<file path="src/hdl/wdr_pkg.sv">
// Constants, register map and types of the watchdog reset timer
// Behaviour
// Cascaded hidden prescaler then 8-bit timeout counter
// Prescaler auto-reloads selected divisor at zero
// Select 000b=256 doubling to 111b=32768
// Timeout decrements when prescaler reaches zero
// Reset request when both zero and enabled
// Clear-then-set reload bit within 32 clocks reloads
// Other reload-bit writes change nothing
// Reload bit write-only, reads zero
// Reload handshake works regardless of enable
// Disabled: counters hold, no reset
// Any system reset leaves watchdog disabled
// Count write stores reload; read returns count
// Keeps counting in Idle; reset after Idle
// Software disables before long Idle periods
// Software rechecks count and repeats handshake
// Control bits 7:5 read zero
// Period equals divisor times reload plus one; the logic expires after at most divisor times reload, or one divisor for reload zero
// Reset request is registered one-cycle pulse
package wdr_pkg;
	localparam int WDR_ADDR_W = 8;
	localparam logic [7:0] WDR_OFS_CONTROL = 8'hAC;
	localparam logic [7:0] WDR_OFS_COUNT = 8'hAD;
	localparam int WDR_BIT_RELOAD = 0;
	localparam int WDR_BIT_ENABLE = 1;
	localparam int WDR_SEL_LSB = 2;
	localparam int WDR_SEL_MSB = 4;
	localparam logic [7:0] WDR_CONTROL_RST = 8'h00;
	localparam logic [7:0] WDR_COUNT_RST = 8'h00;
	localparam logic [15:0] WDR_PRE_BASE = 16'h0100;
	localparam int WDR_PRE_W = 16;
	localparam int WDR_CLK_MHZ = 40;
	localparam int WDR_CORE_MHZ = 40;
	localparam int WDR_HS_WINDOW_CORE = 32;
	localparam int WDR_HS_WINDOW_CYC = (WDR_HS_WINDOW_CORE * WDR_CLK_MHZ) / WDR_CORE_MHZ;

	typedef struct packed {
		logic [2:0] prescale_select;
		logic watchdog_enable;
	} wdr_ctrl_t;

	typedef struct packed {
		logic reload_strobe_wr;
		logic reload_strobe_val;
		logic count_wr;
		logic [7:0] count_data;
	} wdr_wr_t;

	function automatic logic [15:0] wdr_divisor(input logic [2:0] sel);
		return WDR_PRE_BASE << sel;
	endfunction
endpackage

</file>
<file path="src/hdl/wdr_prescaler.sv">
// Hidden prescale count-down stage of the watchdog
`timescale 1ns/1ps
`default_nettype none
module wdr_prescaler import wdr_pkg::*; (
	input wire logic clk_sys,
	input wire logic rst_n,
	input wire logic run,
	input wire logic [2:0] prescale_select,
	output logic tick,
	output logic at_zero
);
	logic [WDR_PRE_W-1:0] cnt_r;
	logic [WDR_PRE_W-1:0] cnt_nxt;

	assign at_zero = cnt_r == '0;
	assign tick = run && cnt_r == 16'h0001;

	always_comb begin
		cnt_nxt = cnt_r;
		if (run) begin
			if (at_zero) begin
				cnt_nxt = wdr_divisor(prescale_select) - 16'h0001;
			end else begin
				cnt_nxt = cnt_r - 16'h0001;
			end
		end
	end

	always_ff @(posedge clk_sys) begin
		if (!rst_n) begin
			cnt_r <= '0;
		end else begin
			cnt_r <= cnt_nxt;
		end
	end
endmodule
`default_nettype wire

</file>
<file path="src/hdl/wdr_top.sv">
// Top of the watchdog reset timer with reload handshake and timeout
`timescale 1ns/1ps
`default_nettype none
module wdr_top import wdr_pkg::*; (
	input wire logic clk_sys,
	input wire logic rst_n,
	input wire logic wb_cyc_i,
	input wire logic wb_stb_i,
	input wire logic wb_we_i,
	input wire logic [31:0] wb_adr_i,
	input wire logic [3:0] wb_sel_i,
	input wire logic [31:0] wb_dat_i,
	output logic [31:0] wb_dat_o,
	output logic wb_ack_o,
	input wire logic idle_mode,
	output logic wdt_reset_req
);
	typedef enum logic [1:0] {
		WDR_HS_IDLE = 2'b01,
		WDR_HS_ARMED = 2'b10
	} wdr_hs_t;

	wdr_ctrl_t ctrl;
	wdr_wr_t wr;
	logic [7:0] count_r;
	logic [7:0] reload_r;
	logic [5:0] win_r;
	wdr_hs_t hs_r;
	logic reload_go;
	logic pre_tick;
	logic pre_zero;
	logic pending_r;
	logic fire_r;
	logic expired;
	logic hit_ctl_q;

	// ==========================================
	// Register bus
	wdr_wb_regs u_regs (
		.clk_sys(clk_sys),
		.rst_n(rst_n),
		.wb_cyc_i(wb_cyc_i),
		.wb_stb_i(wb_stb_i),
		.wb_we_i(wb_we_i),
		.wb_adr_i(wb_adr_i),
		.wb_sel_i(wb_sel_i),
		.wb_dat_i(wb_dat_i),
		.wb_dat_o(wb_dat_o),
		.wb_ack_o(wb_ack_o),
		.count_value(count_r),
		.ctrl(ctrl),
		.wr(wr)
	);

	// ==========================================
	// Prescale stage
	wdr_prescaler u_pre (
		.clk_sys(clk_sys),
		.rst_n(rst_n),
		.run(ctrl.watchdog_enable),
		.prescale_select(ctrl.prescale_select),
		.tick(pre_tick),
		.at_zero(pre_zero)
	);

	// ==========================================
	// Reload handshake
	assign reload_go = hs_r == WDR_HS_ARMED && wr.reload_strobe_wr && wr.reload_strobe_val
		&& win_r != '0;

	always_ff @(posedge clk_sys) begin
		if (!rst_n) begin
			hs_r <= WDR_HS_IDLE;
			win_r <= '0;
		end else begin
			case (hs_r)
				WDR_HS_IDLE: begin
					if (wr.reload_strobe_wr && !wr.reload_strobe_val) begin
						hs_r <= WDR_HS_ARMED;
						win_r <= 6'(WDR_HS_WINDOW_CYC);
					end
				end
				WDR_HS_ARMED: begin
					if (wr.reload_strobe_wr && !wr.reload_strobe_val) begin
						win_r <= 6'(WDR_HS_WINDOW_CYC);
					end else if (wr.reload_strobe_wr || win_r == 6'h01) begin
						hs_r <= WDR_HS_IDLE;
						win_r <= '0;
					end else begin
						win_r <= win_r - 6'h01;
					end
				end
				default: begin
					hs_r <= WDR_HS_IDLE;
					win_r <= '0;
				end
			endcase
		end
	end

	always_ff @(posedge clk_sys) begin
		if (!rst_n) begin
			reload_r <= WDR_COUNT_RST;
		end else if (wr.count_wr) begin
			reload_r <= wr.count_data;
		end
	end

	// ==========================================
	// Timeout counter
	always_ff @(posedge clk_sys) begin
		if (!rst_n) begin
			count_r <= WDR_COUNT_RST;
		end else if (reload_go) begin
			count_r <= reload_r;
		end else if (pre_tick && count_r != 8'h00) begin
			count_r <= count_r - 8'h01;
		end
	end

	// ==========================================
	// Reset request
	assign expired = ctrl.watchdog_enable && count_r == 8'h00 && pre_zero && !reload_go;

	// Held through Idle, released on exit
	always_ff @(posedge clk_sys) begin
		if (!rst_n) begin
			pending_r <= 1'b0;
		end else if (fire_r) begin
			pending_r <= 1'b0;
		end else if (expired) begin
			pending_r <= 1'b1;
		end
	end

	always_ff @(posedge clk_sys) begin
		if (!rst_n) begin
			fire_r <= 1'b0;
		end else begin
			fire_r <= pending_r && !idle_mode && !fire_r && ctrl.watchdog_enable;
		end
	end

	assign wdt_reset_req = fire_r;

	// ==========================================
	// Checks
	AST_PULSE_ONE: assert property (@(posedge clk_sys) disable iff (!rst_n)
		wdt_reset_req |=> !wdt_reset_req) else $error("reset pulse longer than one cycle");
	AST_NO_RESET_DISABLED: assert property (@(posedge clk_sys) disable iff (!rst_n)
		!ctrl.watchdog_enable |-> !wdt_reset_req) else $error("reset while disabled");
	AST_HOLD_DISABLED: assert property (@(posedge clk_sys) disable iff (!rst_n)
		!ctrl.watchdog_enable && !reload_go |=> count_r == $past(count_r))
		else $error("count moved while disabled");
	AST_RELOAD: assert property (@(posedge clk_sys) disable iff (!rst_n)
		reload_go |=> count_r == $past(reload_r)) else $error("reload not applied");
	AST_DECR: assert property (@(posedge clk_sys) disable iff (!rst_n)
		pre_tick && !reload_go && count_r != 8'h00 |=> count_r == $past(count_r) - 8'h01)
		else $error("timeout not decremented");
	AST_NO_PAIR: assert property (@(posedge clk_sys) disable iff (!rst_n)
		hs_r == WDR_HS_IDLE |-> !reload_go) else $error("reload without clear");
	AST_EXPIRE: assert property (@(posedge clk_sys) disable iff (!rst_n)
		expired && !idle_mode && !pending_r |=> ##1 wdt_reset_req)
		else $error("expiry not reported");
	AST_READ_ZERO: assert property (@(posedge clk_sys) disable iff (!rst_n)
		wb_ack_o && !wb_we_i && $past(hit_ctl_q) |-> wb_dat_o[7:5] == 3'b000 && !wb_dat_o[0])
		else $error("reserved or reload bit read nonzero");
	AST_COUNT_WR: assert property (@(posedge clk_sys) disable iff (!rst_n)
		wr.count_wr && !reload_go && !pre_tick |=> count_r == $past(count_r))
		else $error("count write changed count");

	assign hit_ctl_q = wb_adr_i == {22'h0, WDR_OFS_CONTROL, 2'b00};

	COV_RELOAD: cover property (@(posedge clk_sys) reload_go);
	COV_FIRE: cover property (@(posedge clk_sys) wdt_reset_req);
	COV_IDLE_HOLD: cover property (@(posedge clk_sys) pending_r && idle_mode);
endmodule
`default_nettype wire

</file>
<file path="src/hdl/wdr_wb_regs.sv">
// Wishbone classic slave for the watchdog registers
`timescale 1ns/1ps
`default_nettype none
module wdr_wb_regs import wdr_pkg::*; (
	input wire logic clk_sys,
	input wire logic rst_n,
	input wire logic wb_cyc_i,
	input wire logic wb_stb_i,
	input wire logic wb_we_i,
	input wire logic [31:0] wb_adr_i,
	input wire logic [3:0] wb_sel_i,
	input wire logic [31:0] wb_dat_i,
	output logic [31:0] wb_dat_o,
	output logic wb_ack_o,
	input wire logic [7:0] count_value,
	output wdr_ctrl_t ctrl,
	output wdr_wr_t wr
);
	logic ack_r;
	logic [31:0] dat_r;
	wdr_ctrl_t ctrl_r;
	logic req;
	logic hit_ctl;
	logic hit_cnt;
	logic lane0;

	assign req = wb_cyc_i && wb_stb_i && !ack_r;
	assign hit_ctl = wb_adr_i == {22'h0, WDR_OFS_CONTROL, 2'b00};
	assign hit_cnt = wb_adr_i == {22'h0, WDR_OFS_COUNT, 2'b00};
	assign lane0 = wb_sel_i[0];
	assign wb_ack_o = ack_r;
	assign wb_dat_o = dat_r;
	assign ctrl = ctrl_r;

	always_ff @(posedge clk_sys) begin
		if (!rst_n) begin
			ack_r <= 1'b0;
		end else begin
			ack_r <= req;
		end
	end

	// Unmapped reads return zero, writes dropped
	always_ff @(posedge clk_sys) begin
		if (!rst_n) begin
			dat_r <= 32'h0000_0000;
		end else if (req && !wb_we_i) begin
			if (hit_ctl) begin
				dat_r <= {27'h0, ctrl_r.prescale_select, ctrl_r.watchdog_enable, 1'b0};
			end else if (hit_cnt) begin
				dat_r <= {24'h0, count_value};
			end else begin
				dat_r <= 32'h0000_0000;
			end
		end
	end

	always_ff @(posedge clk_sys) begin
		if (!rst_n) begin
			ctrl_r <= '0;
		end else if (req && wb_we_i && hit_ctl && lane0) begin
			ctrl_r.prescale_select <= wb_dat_i[WDR_SEL_MSB:WDR_SEL_LSB];
			ctrl_r.watchdog_enable <= wb_dat_i[WDR_BIT_ENABLE];
		end
	end

	always_ff @(posedge clk_sys) begin
		if (!rst_n) begin
			wr <= '0;
		end else begin
			wr.reload_strobe_wr <= req && wb_we_i && hit_ctl && lane0;
			wr.reload_strobe_val <= wb_dat_i[WDR_BIT_RELOAD];
			wr.count_wr <= req && wb_we_i && hit_cnt && lane0;
			wr.count_data <= wb_dat_i[7:0];
		end
	end
endmodule
`default_nettype wire

</file>
<file path="config.mk">
export PLATFORM = sky130hd
export DESIGN_NAME = wdr_top
export DESIGN_NICKNAME = d
export VERILOG_FILES = /design/src/hdl/wdr_pkg.sv /design/src/hdl/wdr_prescaler.sv /design/src/hdl/wdr_top.sv /design/src/hdl/wdr_wb_regs.sv
export SDC_FILE = /design/constraint.sdc
export NUM_CORES = 1
export LEC_CHECK = 0
export BUFFER_PORTS_ARGS = -buffer_cell sky130_fd_sc_hd__buf_2
export CORE_MARGIN = 3
export CORE_UTILIZATION = 45
export DETAILED_ROUTE_END_ITERATION = 8
export PLACE_DENSITY = 0.71
export SLEW_MARGIN = 40
export SYNTH_ARGS = -nofsm -noshare
export SYNTH_HDL_FRONTEND = slang
export SYNTH_SLANG_ARGS = --single-unit
</file>
<file path="constraint.sdc">
create_clock -name clk_sys -period 2.65 [get_ports clk_sys]
set_input_delay 0.53 -clock clk_sys [delete_from_list [all_inputs] [get_ports clk_sys]]
set_output_delay 0.53 -clock clk_sys [all_outputs]
set_load 0.01 [all_outputs]
</file>
# [Word-level counts from Yosys, hierarchy flattened]
# Cells that the tools add are included.
[totals] reg_bits=90 elab_cells=77 in_bits=74
[classes] add_sub_neg=4 eq_ne=9 n_shift=1 mux=13 n_bitwise=1 n_reduce_logical=34
[ops] operator="$eq A32 B10 Y1 const B" count=2
[ops] operator="$mux W32" count=1
[ops] operator="$sub A16 B1 Y16 const B" count=2
[ops] operator="$mux W8" count=3
[ops] operator="$logic_and A1 B1 Y1" count=20
[ops] operator="$mux W6" count=3
[ops] operator="$eq A16 B1 Y1 const B" count=1
[ops] operator="$logic_not A16 Y1" count=1
[ops] operator="$mux W16" count=1
[ops] operator="$shl A9 B3 Y16 const A" count=1
[ops] operator="$pmux W6 S2" count=1
[ops] operator="$logic_not A8 Y1" count=1
[ops] operator="$reduce_bool A8 Y1" count=1
[ops] operator="$sub A8 B1 Y8 const B" count=1
[ops] operator="$eq A6 B1 Y1 const B" count=1
[ops] operator="$logic_not A1 Y1" count=6
[ops] operator="$mux W2" count=3
[ops] operator="$reduce_bool A6 Y1" count=1
[ops] operator="$sub A6 B1 Y6 const B" count=1
[ops] operator="$ne A2 B2 Y1 const B" count=2
[ops] operator="$pmux W2 S2" count=1
[ops] operator="$reduce_and A3 Y1" count=1
[ops] operator="$eq A2 B1 Y1 const B" count=1
[ops] operator="$eq A2 B2 Y1 const B" count=1
[ops] operator="5 further kinds" count=5

# [Depth between registers and ports, before layout]
[logic_depth] ltp_word=6 depth_mapped=7 mapped_depth_nobuf=6

# [Hierarchy]
# A second synthesis with hierarchy kept.
[unflattened] hier_cells=393 area_unflattened_um2=3530.9
[by_module_without_submodules] mod="wdr_top" instances=1 seq_area_each_um2=520.5 cells_per_inst=162 area_per_inst_um2=1356.3
[by_module_without_submodules] mod="wdr_wb_regs" instances=1 seq_area_each_um2=460.4 cells_per_inst=113 area_per_inst_um2=1147.4
[by_module_without_submodules] mod="wdr_prescaler" instances=1 seq_area_each_um2=320.3 cells_per_inst=118 area_per_inst_um2=1027.2

# [Worst setup path before layout]
# Ideal clock, no wire load.
[synth_timing] path_type="input to register" from="input wb_adr_i[3]" to="register u_regs.ctrl_r (netlist bit u_regs.ctrl[0])" path_stages=4 setup_slack_ns=0.735 path_buffers=0 t_required_ns=2.529 t_arrival_ns=1.794 cell_sequence="nor4_2 -> nand4_2 -> nor4_4 -> mux2_4"
[synth_via] elab_chain_cells=3
[synth_lines] item="start: declaration" line="wdr_top.sv:10" source="input wire logic [31:0] wb_adr_i,"
[synth_lines] item="$eq A32 B10 Y1" line="wdr_wb_regs.sv:28" source="assign hit_ctl = wb_adr_i == {22'h0, WDR_OFS_CONTROL, 2'b00};"
[synth_lines] item="$logic_and A1 B1 Y1 (2 in a row)" line="wdr_wb_regs.sv:61" source="end else if (req && wb_we_i && hit_ctl && lane0) begin"
[synth_lines] item="end: declaration" line="wdr_wb_regs.sv:21" source="wdr_ctrl_t ctrl_r;"
# No other way between the ends.
# A chain may end at the register's enable or synchronous reset.

# [Final worst setup path]
[layout_timing] from="register u_pre.cnt_r[0]" to="register u_pre.cnt_r[11]"
[layout_via] elab_chain_cells=2 word_cells_on_any_way=3 classes_between="1 x add/sub; 1 x mux; 1 x reduce/logical"
[layout_lines] item="start: declaration" line="wdr_prescaler.sv:12" source="logic [WDR_PRE_W-1:0] cnt_r;"
[layout_lines] item="start signal: assignment" line="wdr_prescaler.sv:33" source="cnt_r <= cnt_nxt;"
[layout_lines] item="$sub A16 B1 Y16 or $logic_not A16 Y1 (tied branches)" line="wdr_prescaler.sv:24, wdr_prescaler.sv:15"
[layout_lines] item="$mux W16 *" line="wdr_prescaler.sv:21" source="if (at_zero) begin"
# Every way passes the cells marked *; elsewhere a longest branch is shown, timed or not.

==> flow_summary.json <==
{
  "crit_required_ns": 2.90,
  "synth.area.top_cells": "dfxtp_1 36%, buf_4 5.0%, nor4_4 3.5%",
  "clock-sinks": 65,
  "fin_skew_ns": 0.00966,
  "nets": 532,
  "ys_ff_latch": 65,
  "port_buffers": 56,
  "slew-limit-headroom": 0.577,
  "clockRootBuffer": "clkbuf_8",
  "crit_arrival_ns": 2.29,
  "yosysUniqueCellTypes": 67,
  "htreeDepth": 3,
  "synth_edf_count": 0,
  "grt_pass1_vias": 2945,
  "ys_top_cells_by_count": "65 x dfxtp_1, 32 x nor2_1, 24 x buf_4, 22 x inv_1, 21 x nand3_1",
  "post_dp_cell_area_um2": 3860,
  "start_util": 0.465,
  "insertion_delay_ns": 0.35,
  "timing.final.crit_share": 0.771,
  "wl_per_cell_um": 14.4,
  "grt.overflow.total": 0,
  "fp.coreArea_um2": 7770,
  "final_max_slew_viol_count": 0,
  "grt_start_max_net_pins": 21,
  "p_per_area_nw_per_um2": 518,
  "yosys.area.top_type_share": 0.360,
  "clk_pin_slew_ns": 0.07,
  "pwr-share-comb": 0.046,
  "status": "finished, final reports clean",
  "period_needed_ns": 2.04,
  "dpl.hpwl_um": 5910,
  "rsz0062_at_grt": "false",
  "yosysMostFrequentCell": "dfxtp_1",
  "setup.worst_path.start_class": "register",
  "end_kind": "register",
  "max_slew.worst_pin.slew_ns": 0.629,
  "internal_power_w": 0.00165,
  "via_per_inst": 5.51,
  "synth_top_flop_cell": "dfxtp_1",
  "yosysWarnings": 0,
  "cts-resized-gates": 0,
  "grt_pass1_wl_um": 13300,
  "ys_seq_area_frac": 0.360,
  "ir_drop_mv": 0.358,
  "setup_violations": 0,
  "cts_max_path_buffers": 2,
  "synthCells": 398,
  "power.leakage_nw": 1.68,
  "rrSetupSlack_ns": 0.61,
  "synth_top_area_cell": "dfxtp_1",
  "syn_avg_cell_area_um2": 9.08,
  "layout-drive-gt1-share": 0.225,
  "cts_setup_buffers": 0,
  "antenna_found_initial": 0,
  "rr_worst_depth": 6,
  "track_usage": 0.183,
  "drtAntennaViolNets": 0,
  "crit_type": "reg2reg",
  "swShare": 0.223,
  "wl_um": 7990,
  "vias": 3063,
  "fin_setup_tns_ns": 0,
  "route.detailed.drc": 0,
  "hold_depth": 2,
  "drt-initial-drc-count": 162,
  "fmax_mhz": 490,
  "p_sw_w": 0.000475,
  "seqPwrFrac": 0.463,
  "hold_viol_final": 0,
  "rows": 32,
  "final_area_um2": 4100,
  "io_pins": 108,
  "area_growth_pct": 13.6,
  "hold_buffers": 0,
  "place.gp.congestion": 0.859,
  "async_flop_share": 0,
  "tritoncts.num_buffers": 9,
  "diodes": 0,
  "maxCapViolCount": 0,
  "cts_tree": "built",
  "netlist_area_um2": 3610,
  "clkPwrFrac": 0.490,
  "first_pass_iters": 4,
  "die_width_um": 95.6,
  "die_y_um": 95.6,
  "crit_path_max_fanout": 7,
  "die_area_um2": 9140,
  "min-delay-path-class": "in2reg"
}
-- final cells by class --
type | count | area, um2
Clock buffer | 10 | 128
Clock inverter | 6 | 115
Fill cell | 738 | 3660
Inverter | 22 | 82.6
Multi-Input combinational cell | 291 | 2040
Sequential cell | 65 | 1300
Tap cell | 102 | 128
Timing Repair Buffer | 60 | 310
-- cell usage in the layout, fill, tap and decap left out, drive strengths merged, types with 5 or more instances in the layout --
cell type,count
dfxtp,65
buf,60
nor2,32
conb,24
inv,23
nand3,21
nand2,20
a21oi,17
nor4,15
mux2i,12
nand4,12
clkbuf,10
o21ai,9
ha,9
nor3,9
and2,8
or3,7
a31oi,7
o211ai,6
a32o,6
and3,5
xnor2,5
mux2,5
nor4b,5
-- state kept, by name, indices dropped and copies added (netlist names) --
register / flops
u_regs.wb_dat_o: 8
u_regs.wb_ack_o: 1
u_regs.ctrl: 4
u_pre.cnt_r: 16
hs_r: 2
pending_r: 1
win_r: 6
count_r: 8
wdt_reset_req: 1
u_regs.wr: 10
reload_r: 8
-- kinds of logic after synthesis --
logic type               after synthesis  share of synthesized area
AO/OA/AOI/OAI                         79                      0.160
XOR/XNOR                               9                     0.0218
adder cells (fa/ha/maj)                9                     0.0312
buffers and inverters                 65                      0.100
flip-flops                            65                      0.360
multiplexers                          17                     0.0499
other                                  1                    0.00104
AND/OR/NAND/NOR                      153                      0.276
-- per-layer routing --
layer	track usage	wire length, um	vias up
met5	0	0	-
met4	0.0711	138	0
met3	0.0418	495	13
met2	0.297	3760	110
met1	0.236	3590	1421
li1	-	-	1519
-- path summary, 6_finish.rpt --
path | to | startpoint
max | u_pre.cnt_r[11] | u_pre.cnt_r[0]
min | wdt_reset_req | idle_mode
max reg2reg | u_pre.cnt_r[11] | u_pre.cnt_r[0]
min reg2reg | pending_r | wdt_reset_req
-- worst max-delay path, cell delays in order, from the launching register on --
cell and delay, ns:
dfxtp_1 0.38, inv_1 0.08, ha_1 0.26, nor4b_4 0.40, and4_1 0.39, o21ai_0 0.14
a221oi_1 0.30
-- power groups by stage --
stage / registers (W) / logic (W) / clock network [W]
after floorplan: 0.00101 / 0.0000763 / 0
after global placement: 0.00101 / 0.0000963 / 0
after detailed placement: 0.00101 / 0.0000978 / 0
after CTS: 0.000986 / 0.0000980 / 0.00106
after global routing: 0.000986 / 0.000111 / 0.00109
final: 0.000986 / 0.0000980 / 0.00104
-- stage by stage --
stage	total power, W	hold slack (ns)	cells	util	worst slack (ns)
finish	0.00213	0.354	556	0.528	0.608
floorplan	0.00108	0.423	421	-	0.735
CTS	0.00214	0.343	556	0.528	0.627
detailed placement	0.00111	0.450	540	0.497	0.478
global route	0.00219	0.353	556	0.528	0.442
global placement	0.00110	0.433	540	0.497	0.506
Note: power is estimated with default switching activity, not from simulation.
